**config.mk**
```make
export PLATFORM = sky130hd
export DESIGN_NAME = qrsp_core
export DESIGN_NICKNAME = d
export VERILOG_FILES = /design/src/core/qrsp_pkg.sv /design/src/core/qrsp_sync.sv /design/src/core/qrsp_core.sv
export SDC_FILE = /design/constraint.sdc
export NUM_CORES = 2
export LEC_CHECK = 0
export ABC_CLOCK_PERIOD_IN_PS = 5680
export BUFFER_PORTS_ARGS = -buffer_cell sky130_fd_sc_hd__buf_2
export CELL_PAD_IN_SITES_DETAIL_PLACEMENT = 1
export CELL_PAD_IN_SITES_GLOBAL_PLACEMENT = 1
export CORE_MARGIN = 4
export CORE_UTILIZATION = 40
export CTS_CLUSTER_SIZE = 12
export DETAILED_ROUTE_END_ITERATION = 10
export GPL_ROUTABILITY_DRIVEN = 1
export PLACE_DENSITY_LB_ADDON = 0.1
export SYNTH_ARGS = -nofsm -noshare
export SYNTH_HDL_FRONTEND = slang
export SYNTH_SLANG_ARGS = --single-unit
```
**constraint.sdc**
```tcl
create_clock -name sys_clk -period 5.68 [get_ports sys_clk]
set_input_delay 0 -clock sys_clk [delete_from_list [all_inputs] [get_ports sys_clk]]
set_output_delay 0 -clock sys_clk [all_outputs]
set_load 0.02 [all_outputs]
```
**src/core/qrsp_pkg.sv**
```systemverilog
// constants and types shared by the pin-clocking burst sram core
package qrsp_pkg;

  // =====================================================================
  // timing
  localparam int SYS_CLK_NS = 50;
  // both output clocks high this long means they are tied high
  localparam int OCLK_TIE_NS = 1000;
  localparam int OCLK_TIE_CYC = (OCLK_TIE_NS + SYS_CLK_NS - 1) / SYS_CLK_NS;
  localparam int TIE_CNT_W = 6;
  localparam logic [TIE_CNT_W-1:0] TIE_CNT_RST = 6'h00;

  // =====================================================================
  // burst shape
  localparam int BURST_LEN = 4;
  localparam int BEAT_W = 2;
  localparam logic [BEAT_W-1:0] BEAT_0 = 2'h0;
  localparam logic [BEAT_W-1:0] BEAT_1 = 2'h1;
  localparam logic [BEAT_W-1:0] BEAT_2 = 2'h2;
  localparam logic [BEAT_W-1:0] BEAT_3 = 2'h3;

  // =====================================================================
  // reset values
  localparam logic FLAG_RST = 1'b0;
  localparam logic STROBE_RST = 1'b0;

  typedef enum logic [0:0] {
    BURST_IDLE,
    BURST_RUN
  } qrsp_burst_e;

endpackage

```
**src/core/qrsp_sync.sv**
```systemverilog
// two-flop synchroniser for a bundle of pin inputs
`timescale 1ns/1ps
module qrsp_sync #(
  parameter int WIDTH = 1
) (
  input wire logic sys_clk,
  input wire logic reset,
  input wire logic clk_en,
  input wire logic [WIDTH-1:0] pin_raw,
  output logic [WIDTH-1:0] pin_sync
);

  logic [WIDTH-1:0] meta_q;
  logic [WIDTH-1:0] meta_d;
  logic [WIDTH-1:0] sync_q;
  logic [WIDTH-1:0] sync_d;

  // first stage feeds only the second stage
  always_comb begin
    meta_d = pin_raw;
    sync_d = meta_q;
  end

  always_ff @(posedge sys_clk) begin
    if (reset) begin
      meta_q <= '0;
      sync_q <= '0;
    end else if (clk_en) begin
      meta_q <= meta_d;
      sync_q <= sync_d;
    end
  end

  assign pin_sync = sync_q;

endmodule

```
**src/core/qrsp_core.sv**
```systemverilog
// separate-port four-word burst sram core sampled on a fast system clock
`timescale 1ns/1ps
module qrsp_core #(
  parameter int ADDR_W = 4,
  parameter int DATA_W = 18,
  parameter int LANES = 2,
  parameter int NC_N = 4
) (
  input wire logic sys_clk,
  input wire logic reset,
  input wire logic clk_en,
  input wire logic in_clk_true,
  input wire logic in_clk_comp,
  input wire logic out_clk_true,
  input wire logic out_clk_comp,
  input wire logic [ADDR_W-1:0] addr,
  input wire logic read_n,
  input wire logic write_n,
  input wire logic [DATA_W-1:0] wr_data,
  // nibble_lane_write_select_n on the eight-bit build (DATA_W 8, LANES 2)
  input wire logic [LANES-1:0] byte_lane_write_select_n,
  input wire logic dll_disable_n,
  input wire logic [NC_N-1:0] nc_ball,
  output logic [DATA_W-1:0] rd_data,
  output logic rd_data_oe,
  output logic echo_strobe_true,
  output logic echo_strobe_comp,
  output logic dll_bypassed,
  output logic [NC_N-1:0] nc_scan_level
);

  localparam int LANE_W = DATA_W / LANES;
  localparam int BEAT_W = qrsp_pkg::BEAT_W;
  localparam int IDX_W = ADDR_W + BEAT_W;
  localparam int DEPTH = (2 ** ADDR_W) * qrsp_pkg::BURST_LEN;
  localparam int SYNC_W = 4 + ADDR_W + 2 + DATA_W + LANES + 1 + NC_N;

  // =====================================================================
  // helpers
  function automatic logic [IDX_W-1:0] word_index(input logic [ADDR_W-1:0] a, input logic [BEAT_W-1:0] b);
    return {a, b};
  endfunction

  function automatic logic [DATA_W-1:0] merge_lanes(input logic [DATA_W-1:0] old_w,
                                                     input logic [DATA_W-1:0] new_w,
                                                     input logic [LANES-1:0] sel_n);
    logic [DATA_W-1:0] res;
    res = old_w;
    for (int i = 0; i < LANES; i++) begin
      if (!sel_n[i]) begin
        res[i*LANE_W +: LANE_W] = new_w[i*LANE_W +: LANE_W];
      end
    end
    return res;
  endfunction

  // =====================================================================
  // pin synchronisers
  // every pin goes through the same two flops, so data keeps its place against the clock edges
  logic [SYNC_W-1:0] pin_raw;
  logic [SYNC_W-1:0] pin_s;
  logic k_s;
  logic kc_s;
  logic c_s;
  logic cc_s;
  logic [ADDR_W-1:0] addr_s;
  logic read_n_s;
  logic write_n_s;
  logic [DATA_W-1:0] wdata_s;
  logic [LANES-1:0] wsel_n_s;
  logic dll_n_s;
  logic [NC_N-1:0] nc_s;

  assign pin_raw = {in_clk_true, in_clk_comp, out_clk_true, out_clk_comp, addr, read_n, write_n,
                    wr_data, byte_lane_write_select_n, dll_disable_n, nc_ball};

  qrsp_sync #(
    .WIDTH(SYNC_W)
  ) u_sync (
    .sys_clk(sys_clk),
    .reset(reset),
    .clk_en(clk_en),
    .pin_raw(pin_raw),
    .pin_sync(pin_s)
  );

  assign {k_s, kc_s, c_s, cc_s, addr_s, read_n_s, write_n_s, wdata_s, wsel_n_s, dll_n_s, nc_s} = pin_s;

  // =====================================================================
  // clock edges and output reference selection
  logic k_prev_q, k_prev_d;
  logic kc_prev_q, kc_prev_d;
  logic c_prev_q, c_prev_d;
  logic cc_prev_q, cc_prev_d;
  logic [qrsp_pkg::TIE_CNT_W-1:0] tie_cnt_q, tie_cnt_d;
  logic use_in_clk_q, use_in_clk_d;
  logic k_rise;
  logic kc_rise;
  logic ref_true_rise;
  logic ref_comp_rise;
  logic ref_true_lvl;
  logic ref_comp_lvl;

  assign k_rise = k_s & ~k_prev_q;
  assign kc_rise = kc_s & ~kc_prev_q;

  always_comb begin
    k_prev_d = k_s;
    kc_prev_d = kc_s;
    c_prev_d = c_s;
    cc_prev_d = cc_s;
    tie_cnt_d = tie_cnt_q;
    use_in_clk_d = use_in_clk_q;
    // a single low sample of either output clock means they are really running
    if (c_s && cc_s) begin
      if (tie_cnt_q < qrsp_pkg::TIE_CNT_W'(qrsp_pkg::OCLK_TIE_CYC)) begin
        tie_cnt_d = tie_cnt_q + qrsp_pkg::TIE_CNT_W'(1);
      end else begin
        use_in_clk_d = 1'b1;
      end
    end else begin
      tie_cnt_d = qrsp_pkg::TIE_CNT_RST;
      use_in_clk_d = 1'b0;
    end
  end

  // tied-high output clocks are assumed never to toggle, so no glitch guard on the switch back
  assign ref_true_rise = use_in_clk_q ? k_rise : (c_s & ~c_prev_q);
  assign ref_comp_rise = use_in_clk_q ? kc_rise : (cc_s & ~cc_prev_q);
  assign ref_true_lvl = use_in_clk_q ? k_s : c_s;
  assign ref_comp_lvl = use_in_clk_q ? kc_s : cc_s;

  always_ff @(posedge sys_clk) begin
    if (reset) begin
      k_prev_q <= qrsp_pkg::FLAG_RST;
      kc_prev_q <= qrsp_pkg::FLAG_RST;
      c_prev_q <= qrsp_pkg::FLAG_RST;
      cc_prev_q <= qrsp_pkg::FLAG_RST;
      tie_cnt_q <= qrsp_pkg::TIE_CNT_RST;
      use_in_clk_q <= qrsp_pkg::FLAG_RST;
    end else if (clk_en) begin
      k_prev_q <= k_prev_d;
      kc_prev_q <= kc_prev_d;
      c_prev_q <= c_prev_d;
      cc_prev_q <= cc_prev_d;
      tie_cnt_q <= tie_cnt_d;
      use_in_clk_q <= use_in_clk_d;
    end
  end

  // =====================================================================
  // request capture on the true input clock
  logic rd_last_q, rd_last_d;
  logic wr_last_q, wr_last_d;
  logic rd_arm_q, rd_arm_d;
  logic [ADDR_W-1:0] rd_arm_addr_q, rd_arm_addr_d;
  logic rd_next_q, rd_next_d;
  logic [ADDR_W-1:0] rd_next_addr_q, rd_next_addr_d;
  logic wr_arm_q, wr_arm_d;
  logic [ADDR_W-1:0] wr_arm_addr_q, wr_arm_addr_d;
  logic rd_take;
  logic wr_start;
  logic rd_accept;
  logic wr_accept;

  // a request right after an accepted one of the same kind is dropped
  assign rd_accept = k_rise & ~read_n_s & ~rd_last_q;
  assign wr_accept = k_rise & ~write_n_s & ~wr_last_q;
  assign wr_start = k_rise & wr_arm_q;

  always_comb begin
    rd_last_d = rd_last_q;
    wr_last_d = wr_last_q;
    rd_arm_d = rd_arm_q;
    rd_arm_addr_d = rd_arm_addr_q;
    rd_next_d = rd_next_q;
    rd_next_addr_d = rd_next_addr_q;
    wr_arm_d = wr_arm_q;
    wr_arm_addr_d = wr_arm_addr_q;
    if (rd_take) begin
      rd_next_d = 1'b0;
    end
    if (k_rise) begin
      rd_last_d = rd_accept;
      wr_last_d = wr_accept;
      // address taken at edge t moves on at edge t+1, ahead of the first output word
      if (rd_arm_q) begin
        rd_next_d = 1'b1;
        rd_next_addr_d = rd_arm_addr_q;
      end
      rd_arm_d = rd_accept;
      wr_arm_d = wr_accept;
      if (rd_accept) begin
        rd_arm_addr_d = addr_s;
      end
      if (wr_accept) begin
        wr_arm_addr_d = addr_s;
      end
    end
  end

  always_ff @(posedge sys_clk) begin
    if (reset) begin
      rd_last_q <= qrsp_pkg::FLAG_RST;
      wr_last_q <= qrsp_pkg::FLAG_RST;
      rd_arm_q <= qrsp_pkg::FLAG_RST;
      rd_arm_addr_q <= '0;
      rd_next_q <= qrsp_pkg::FLAG_RST;
      rd_next_addr_q <= '0;
      wr_arm_q <= qrsp_pkg::FLAG_RST;
      wr_arm_addr_q <= '0;
    end else if (clk_en) begin
      rd_last_q <= rd_last_d;
      wr_last_q <= wr_last_d;
      rd_arm_q <= rd_arm_d;
      rd_arm_addr_q <= rd_arm_addr_d;
      rd_next_q <= rd_next_d;
      rd_next_addr_q <= rd_next_addr_d;
      wr_arm_q <= wr_arm_d;
      wr_arm_addr_q <= wr_arm_addr_d;
    end
  end

  // =====================================================================
  // write burst and storage
  qrsp_pkg::qrsp_burst_e wr_state_q, wr_state_d;
  logic [BEAT_W-1:0] wr_beat_q, wr_beat_d;
  logic [ADDR_W-1:0] wr_addr_q, wr_addr_d;
  logic [DATA_W-1:0] mem_q [DEPTH];
  logic [DATA_W-1:0] mem_d [DEPTH];
  logic wr_store;
  logic [IDX_W-1:0] wr_idx;

  always_comb begin
    wr_state_d = wr_state_q;
    wr_beat_d = wr_beat_q;
    wr_addr_d = wr_addr_q;
    wr_store = 1'b0;
    wr_idx = word_index(wr_addr_q, wr_beat_q);
    unique case (wr_state_q)
      qrsp_pkg::BURST_IDLE: begin
        if (wr_start) begin
          wr_store = 1'b1;
          wr_idx = word_index(wr_arm_addr_q, qrsp_pkg::BEAT_0);
          wr_addr_d = wr_arm_addr_q;
          wr_beat_d = qrsp_pkg::BEAT_1;
          wr_state_d = qrsp_pkg::BURST_RUN;
        end
      end
      qrsp_pkg::BURST_RUN: begin
        // even words on the true edge, odd words on the complementary edge
        if ((k_rise && wr_beat_q == qrsp_pkg::BEAT_2) || (kc_rise && wr_beat_q[0])) begin
          wr_store = 1'b1;
          wr_beat_d = wr_beat_q + BEAT_W'(1);
          if (wr_beat_q == qrsp_pkg::BEAT_3) begin
            wr_state_d = qrsp_pkg::BURST_IDLE;
          end
        end
      end
    endcase
  end

  always_comb begin
    for (int i = 0; i < DEPTH; i++) begin
      mem_d[i] = mem_q[i];
    end
    if (wr_store) begin
      mem_d[wr_idx] = merge_lanes(mem_q[wr_idx], wdata_s, wsel_n_s);
    end
  end

  always_ff @(posedge sys_clk) begin
    if (reset) begin
      wr_state_q <= qrsp_pkg::BURST_IDLE;
      wr_beat_q <= qrsp_pkg::BEAT_0;
      wr_addr_q <= '0;
    end else if (clk_en) begin
      wr_state_q <= wr_state_d;
      wr_beat_q <= wr_beat_d;
      wr_addr_q <= wr_addr_d;
    end
  end

  // storage keeps its content through reset, as a real array would
  always_ff @(posedge sys_clk) begin
    if (clk_en) begin
      for (int i = 0; i < DEPTH; i++) begin
        mem_q[i] <= mem_d[i];
      end
    end
  end

  // =====================================================================
  // read burst launch and echo strobes
  qrsp_pkg::qrsp_burst_e rd_state_q, rd_state_d;
  logic [BEAT_W-1:0] rd_beat_q, rd_beat_d;
  logic [ADDR_W-1:0] rd_addr_q, rd_addr_d;
  logic [DATA_W-1:0] rd_data_q, rd_data_d;
  logic rd_oe_q, rd_oe_d;
  logic echo_true_q, echo_true_d;
  logic echo_comp_q, echo_comp_d;
  logic dll_byp_q, dll_byp_d;
  logic [NC_N-1:0] nc_q, nc_d;

  always_comb begin
    rd_state_d = rd_state_q;
    rd_beat_d = rd_beat_q;
    rd_addr_d = rd_addr_q;
    rd_data_d = rd_data_q;
    rd_oe_d = rd_oe_q;
    rd_take = 1'b0;
    if (ref_comp_rise) begin
      if (rd_state_q == qrsp_pkg::BURST_RUN && rd_beat_q == qrsp_pkg::BEAT_2) begin
        rd_data_d = mem_q[word_index(rd_addr_q, rd_beat_q)];
        rd_beat_d = qrsp_pkg::BEAT_3;
      end else if (rd_next_q) begin
        // back-to-back bursts run seamless: word one follows the previous word four
        rd_take = 1'b1;
        rd_addr_d = rd_next_addr_q;
        rd_data_d = mem_q[word_index(rd_next_addr_q, qrsp_pkg::BEAT_0)];
        rd_oe_d = 1'b1;
        rd_beat_d = qrsp_pkg::BEAT_1;
        rd_state_d = qrsp_pkg::BURST_RUN;
      end else begin
        rd_oe_d = 1'b0;
        rd_data_d = '0;
        rd_state_d = qrsp_pkg::BURST_IDLE;
      end
    end else if (ref_true_rise && rd_state_q == qrsp_pkg::BURST_RUN && rd_beat_q[0]) begin
      rd_data_d = mem_q[word_index(rd_addr_q, rd_beat_q)];
      rd_beat_d = rd_beat_q + BEAT_W'(1);
      if (rd_beat_q == qrsp_pkg::BEAT_3) begin
        rd_state_d = qrsp_pkg::BURST_IDLE;
      end
    end
    // strobes follow the reference clocks in the same cycle as the data, and never stop
    echo_true_d = ref_true_lvl;
    echo_comp_d = ref_comp_lvl;
    // sampled timing needs no loop alignment; the bypass is reported for the pads
    dll_byp_d = ~dll_n_s;
    nc_d = nc_s;
  end

  always_ff @(posedge sys_clk) begin
    if (reset) begin
      rd_state_q <= qrsp_pkg::BURST_IDLE;
      rd_beat_q <= qrsp_pkg::BEAT_0;
      rd_addr_q <= '0;
      rd_data_q <= '0;
      rd_oe_q <= qrsp_pkg::FLAG_RST;
      echo_true_q <= qrsp_pkg::STROBE_RST;
      echo_comp_q <= qrsp_pkg::STROBE_RST;
      dll_byp_q <= qrsp_pkg::FLAG_RST;
      nc_q <= '0;
    end else if (clk_en) begin
      rd_state_q <= rd_state_d;
      rd_beat_q <= rd_beat_d;
      rd_addr_q <= rd_addr_d;
      rd_data_q <= rd_data_d;
      rd_oe_q <= rd_oe_d;
      echo_true_q <= echo_true_d;
      echo_comp_q <= echo_comp_d;
      dll_byp_q <= dll_byp_d;
      nc_q <= nc_d;
    end
  end

  assign rd_data = rd_data_q;
  assign rd_data_oe = rd_oe_q;
  assign echo_strobe_true = echo_true_q;
  assign echo_strobe_comp = echo_comp_q;
  assign dll_bypassed = dll_byp_q;
  assign nc_scan_level = nc_q;

endmodule

```
# Yosys cells after proc, flatten, opt, wreduce, memory -nomap -nowiden
# Memory sizes are Yosys's and may differ from the RTL's. A register that Yosys moved wholly into a read port is not among the register bits.
# Cells that the tools add are included.
word_totals:
  word_cells: 136
  ram_bits: 1152
  regBits: 136
  memories: 1
  output_inout_bits: 26
  inputBits: 38
classes:
  bitwise_logic: 21
  reduce_logical: 23
  eq_ne: 10
  mux: 49
  n_addsub: 3
  n_lt_le_gt_ge: 3
mem_list:
  columns: ["memory", "words", "word_bits", "rd", "rd_ports_with_merged_regs", "write_ports", "line_no", "text"]
  rows:
  - ["mem_q", 64, 18, 67, 1, 64, "qrsp_core.sv:229", "logic [DATA_W-1:0] mem_q [DEPTH];"]
ops:
  columns: ["op", "n"]
  rows:
  - ["1152-bit bitwise mux", 1]
  - ["1152-bit two-way mux", 1]
  - ["18-bit demux with 6-bit select", 1]
  - ["18-bit two-way mux", 5]
  - ["6-bit two-way mux", 6]
  - ["9-bit two-way mux", 4]
  - ["1-bit two-way mux", 22]
  - ["3-bit AND reduction", 7]
  - ["2-bit two-way mux", 6]
  - ["1-bit inverter", 11]
  - ["1-bit bitwise AND", 9]
  - ["2-bit equality test (second input constant)", 4]
  - ["2-bit AND reduction", 4]
  - ["4-bit AND reduction", 2]
  - ["7-bit >= comparator (second input constant)", 1]
  - ["1-bit logical AND", 7]
  - ["7-bit by 1-bit less-than comparator with 1-bit output (second input constant)", 1]
  - ["6-bit inverter with 7-bit output", 1]
  - ["6-bit by 1-bit adder with 6-bit output (second input constant)", 1]
  - ["6-bit by 5-bit less-than comparator with 1-bit output (second input constant)", 1]
  - ["2-bit != test (second input constant)", 3]
  - ["2-bit by 1-bit adder with 2-bit output (second input constant)", 2]
  - ["2-bit by 1-bit != test with 1-bit output (second input constant)", 2]
  - ["1-bit case mux with 2 select lines", 2]
  - ["4 further kinds", 5]

# Logic depth before layout (Yosys ltp)
logic_depth:
  word_depth: 12
  mapped_depth: 14
  depth_no_buf: 8

# Modules after synthesis
# A second synthesis with hierarchy kept.
unflattened:
  hier_cells: 3936
  hier_area_um2: 61013.5
by_module_without_submodules:
  columns: ["mod", "cells_per_inst", "seq_area_each_um2", "instances", "area_each_um2"]
  rows:
  - ["qrsp_core", 3710, 35994.5, 1, 58501.1]
  - ["qrsp_sync", 226, 1401.3, 1, 2512.4]

# Worst setup path before layout
# Ideal clock, no wire load.
synth_timing:
  kind: "register to register"
  startpoint: "register wr_state_q"
  endpoint: "memory mem_q[0][14] (data pin)"
  period_less_slack_ns: 4.698
  stages_incl_launch_ff: 13
  path_slack_ns: 0.982
  t_arrival_ns: 4.114
  setup_time_ns: 0.584
  t_required_ns: 5.096
  n_path_buf: 6
  path_cell_list: "dfxtp_1 -> nand4bb_1 -> buf_6 -> buf_6 -> nand2_2 -> buf_2 -> buf_2 -> buf_4 -> buf_4 -> mux2i_1 -> o21ai_0 -> o21ai_0 -> a41oi_1"
synth_rtl:
  columns: ["element", "line_no", "text"]
  rows:
  - ["start, declared", "qrsp_core.sv:226", "qrsp_pkg::qrsp_burst_e wr_state_q, wr_state_d;"]
  - ["start signal, assigned", "qrsp_core.sv:274", "wr_state_q <= qrsp_pkg::BURST_IDLE;"]
  - ["start signal, assigned", "qrsp_core.sv:278", "wr_state_q <= wr_state_d;"]
  - ["end, declared", "qrsp_core.sv:229", null]

==> results_dict.tcl <==
set metrics [dict create \
    status "finished with violations" \
    violations "DRC, capacitance limit, slew limit" \
    critical_path_class "reg -> reg" \
    fin_nets 4392 \
    clk_latency_ns 0.82 \
    ys_seq_area_share_pct 61.0 \
    clkPwrFrac_pct 46.6 \
    grt_max_degree 93 \
    p_seq_share_pct 50.8 \
    antenna_found_initial 23 \
    die_x_um 399 \
    vias 45600 \
    maxSlewViolCount 2 \
    synth_warnings 0 \
    leakage_nw 23.7 \
    relSlewSlack_pct -2.98 \
    place.port_buffers 63 \
    crit_required_ns 6.17 \
    syn_area_um2 61300 \
    power.internal_mw 16.0 \
    dpl_cell_area_um2 66000 \
    crit_fanout 32 \
    rows 143 \
    drc 2 \
    r2r_cells 11 \
    core_um2 152000 \
    reg2reg_setup_slack_ns 0.22 \
    skew_ns 0.0323 \
    regToRegEndpoint "mem_q[3][8]$_DFFE_PP_" \
    multi_input_area_um2 23000 \
    postCtsSetupRepairBufs 0 \
    ant_nets 0 \
    syn-mean-instance-area_um2 15.2 \
    fmax_mhz 183 \
    ys_types 71 \
    viasPerCell 7.01 \
    cellPowerDensity_nw_per_um2 285 \
    cts_made_buffers 149 \
    wire_per_inst_um 45.7 \
    layout-drive-gt1-share_pct 25.6 \
    min_period_over_period_pct 96.2 \
    worstSetupEndpointType "flip-flop" \
    busiest_layer "met2" \
    dr.pass1.iters 8 \
    drv_cap 1 \
    power.combinational.fraction_pct 2.6 \
    hold_class "in -> reg" \
    cts_tree "built" \
    die_area_um2 159000 \
    seqCellArea_um2 37400 \
    clockRootBuffer "clkbuf_16" \
    arrival_ns 5.95 \
    start_util_pct 40.3 \
    fin_area_um2 72000 \
    cts_resized 0 \
    gr-total-overflow 0 \
    rsz0062_at_grt "no" \
    wirelength_um 298000 \
    synthFlopType "edfxtp_1" \
    synth_nets 4071 \
    worst_slew_pin_slew_ns 1.53 \
    grt_pass1_wl_um 398000 \
    crit_end "mem_q[3][8]$_DFFE_PP_" \
    critPathLaunchType "flip-flop" \
    switchingPower_mw 4.48 \
    cp-startpoint "u_sync.pin_sync[34]$_SDFFE_PP0P_" \
    io_pins 64 \
    grt_usage_pct 37.0 \
    grtUsageMet1_pct 47.3 \
    met3_usage_pct 12.3 \
    p_sw_share_pct 21.8 \
    htreeDepth 4 \
    dpl.hpwl_um 197000 \
    setup_viol 0 \
    area_growth_pct 17.5 \
    grt_pass1_vias 44700 \
    grtUsageMet2_pct 54.0 \
    holdBufCountCts 111 \
    synth-edff-count 1152 \
    clkTransAtPathRegs_ns 0.06 \
    ys_ff_latch 1292 \
    cts_sinks 1292 \
    finalCriticalPeriod_ns 5.46 \
    ys_async_sr_fraction_pct 0 \
    r2r-start "u_sync.pin_sync[34]$_SDFFE_PP0P_" \
    die_y_um 399 \
    synthCells 4028 \
    fin_setup_tns_ns 0 \
    fill_cells 14700 \
    vdd_drop_max_uv 316 \
    drt_iter0_markers 7624 \
    gp_congestion 1.01 \
    hold_violations 0 \
    cts_buffer_depth 3 \
]
stage by stage:
| stage | instances | setup WS, ns | hold WS, ns | utilization [%] | total power, mW |
|---|---|---|---|---|---|
| floorplan | 4028 | 0.982 | 0.147 | - | 10.9 |
| global placement | 6112 | 0.0589 | 0.238 | 43.4 | 11.1 |
| detailed placement | 6114 | 0.422 | 0.244 | 43.4 | 11.1 |
| CTS | 6496 | 0.404 | 0.207 | 47.3 | 20.6 |
| global route | 6499 | 0.289 | 0.270 | 47.3 | 21.0 |
| finish | 6512 | 0.218 | 0.252 | 47.3 | 20.5 |
cell usage after synthesis, drive strengths merged (103+ instances only):
cell type / n / area, um^2
buf: 161 / 756
nand2: 232 / 873
dfxtp: 140 / 2800
mux4: 365 / 8220
a22oi: 143 / 1070
mux2i: 522 / 5240
a21oi: 157 / 786
edfxtp: 1152 / 34600
o21ai: 106 / 531
nor2: 248 / 933
o22ai: 103 / 644
clkbuf: 158 / 593
registers in the layout, summed over array words and instances, names as in the netlist, 2 cells and up, named ones only:
register / cells
wr_arm_addr_q: 4
rd_next_addr_q: 4
wr_addr_q: 4
rd_addr_q: 4
rd_beat_q: 2
tie_cnt_q: 6
u_sync.meta_q: 35
mem_q: 1152
nc_scan_level: 4
rd_data: 18
wr_beat_q: 2
u_sync.pin_sync: 35
rd_arm_addr_q: 4
worst min path at each step:
stage	from	slack (ns)	cells past startpoint	end
4_1_cts	clk_en	0.21	4	rd_addr_q[0]$_SDFFE_PP0P_
6_report	clk_en	0.25	4	rd_addr_q[0]$_SDFFE_PP0P_
5_1_grt	clk_en	0.27	4	wr_addr_q[2]$_SDFFE_PP0P_
2_1_floorplan	nc_ball[0]	0.15	2	u_sync.meta_q[0]$_SDFFE_PP0P_
3_3_place_gp	in_clk_comp	0.24	3	u_sync.meta_q[33]$_SDFFE_PP0P_
3_5_place_dp	wr_data[3]	0.24	3	u_sync.meta_q[10]$_SDFFE_PP0P_
logic make-up (layout without fill, tap and decap cells):
family	Yosys count	in the layout	synth area share (%)
multiplexers	944	944	23.0
adder cells (fa/ha/maj)	5	5	0.102
buffers and inverters	336	777	2.31
AO/OA/AOI/OAI	770	770	8.62
XOR/XNOR	2	2	0.0286
other	0	13	0
flip-flops	1292	1292	61.0
AND/OR/NAND/NOR	679	679	4.88
worst max-delay path, cell delays in order, from the launching register on:
cell	delay [ns]
dfxtp_1	0.46
and4bb_2	0.75
buf_4	0.39
buf_4	0.28
nor2_1	0.09
buf_4	0.23
a222oi_1	0.36
o22ai_1	0.29
nor3b_1	0.98
nand4_1	0.58
o22a_2	0.39
buf_4	0.27
placed cells by master, fill, tap and decap left out, types with 27 or more instances in the layout:
| cell | count |
|---|---|
| dfxtp_1 | 129 |
| buf_4 | 283 |
| a211oi_1 | 27 |
| nor2_2 | 62 |
| mux4_2 | 365 |
| o21ai_0 | 101 |
| nor2_1 | 176 |
| edfxtp_1 | 1152 |
| a22oi_1 | 143 |
| nand3_1 | 58 |
| buf_2 | 61 |
| clkbuf_1 | 45 |
| mux2i_1 | 513 |
| dlygate4sd3_1 | 111 |
| clkbuf_16 | 151 |
| a222oi_1 | 45 |
| buf_12 | 31 |
| a21oi_1 | 157 |
| o22ai_1 | 103 |
| mux2_2 | 56 |
| nand2_1 | 229 |
layer usage:
layer	wire, um	part of all wire [%]	vias to the layer above
met4	23100	7.7	17
met2	128000	43	3641
li1	-	-	17100
met1	109000	37	24000
met5	131	0.044	-
met3	37700	13	858
power by group through the flow:
| stage | Sequential (mW) | Clock, mW | Combinational [mW] |
|---|---|---|---|
| 6_report | 10.4 | 9.55 | 0.535 |
| 5_1_grt | 10.4 | 10.0 | 0.565 |
| 4_1_cts | 10.4 | 9.63 | 0.520 |
| 3_5_place_dp | 10.6 | 0 | 0.457 |
| 3_3_place_gp | 10.6 | 0 | 0.450 |
| 2_1_floorplan | 10.6 | 0 | 0.249 |
cell type report:
cell class                 instances  share of cell area, %
clock buffer                     209                   5.72
inverter                          17                 0.0887
timing repair buffer             489                   5.82
sequential                      1292                   52.0
tap                             2030                   3.53
multi-input combinational       2400                   31.9
clock inverter                    62                  0.895
antenna                           13                 0.0452
Power figures use the tool's default switching activity.
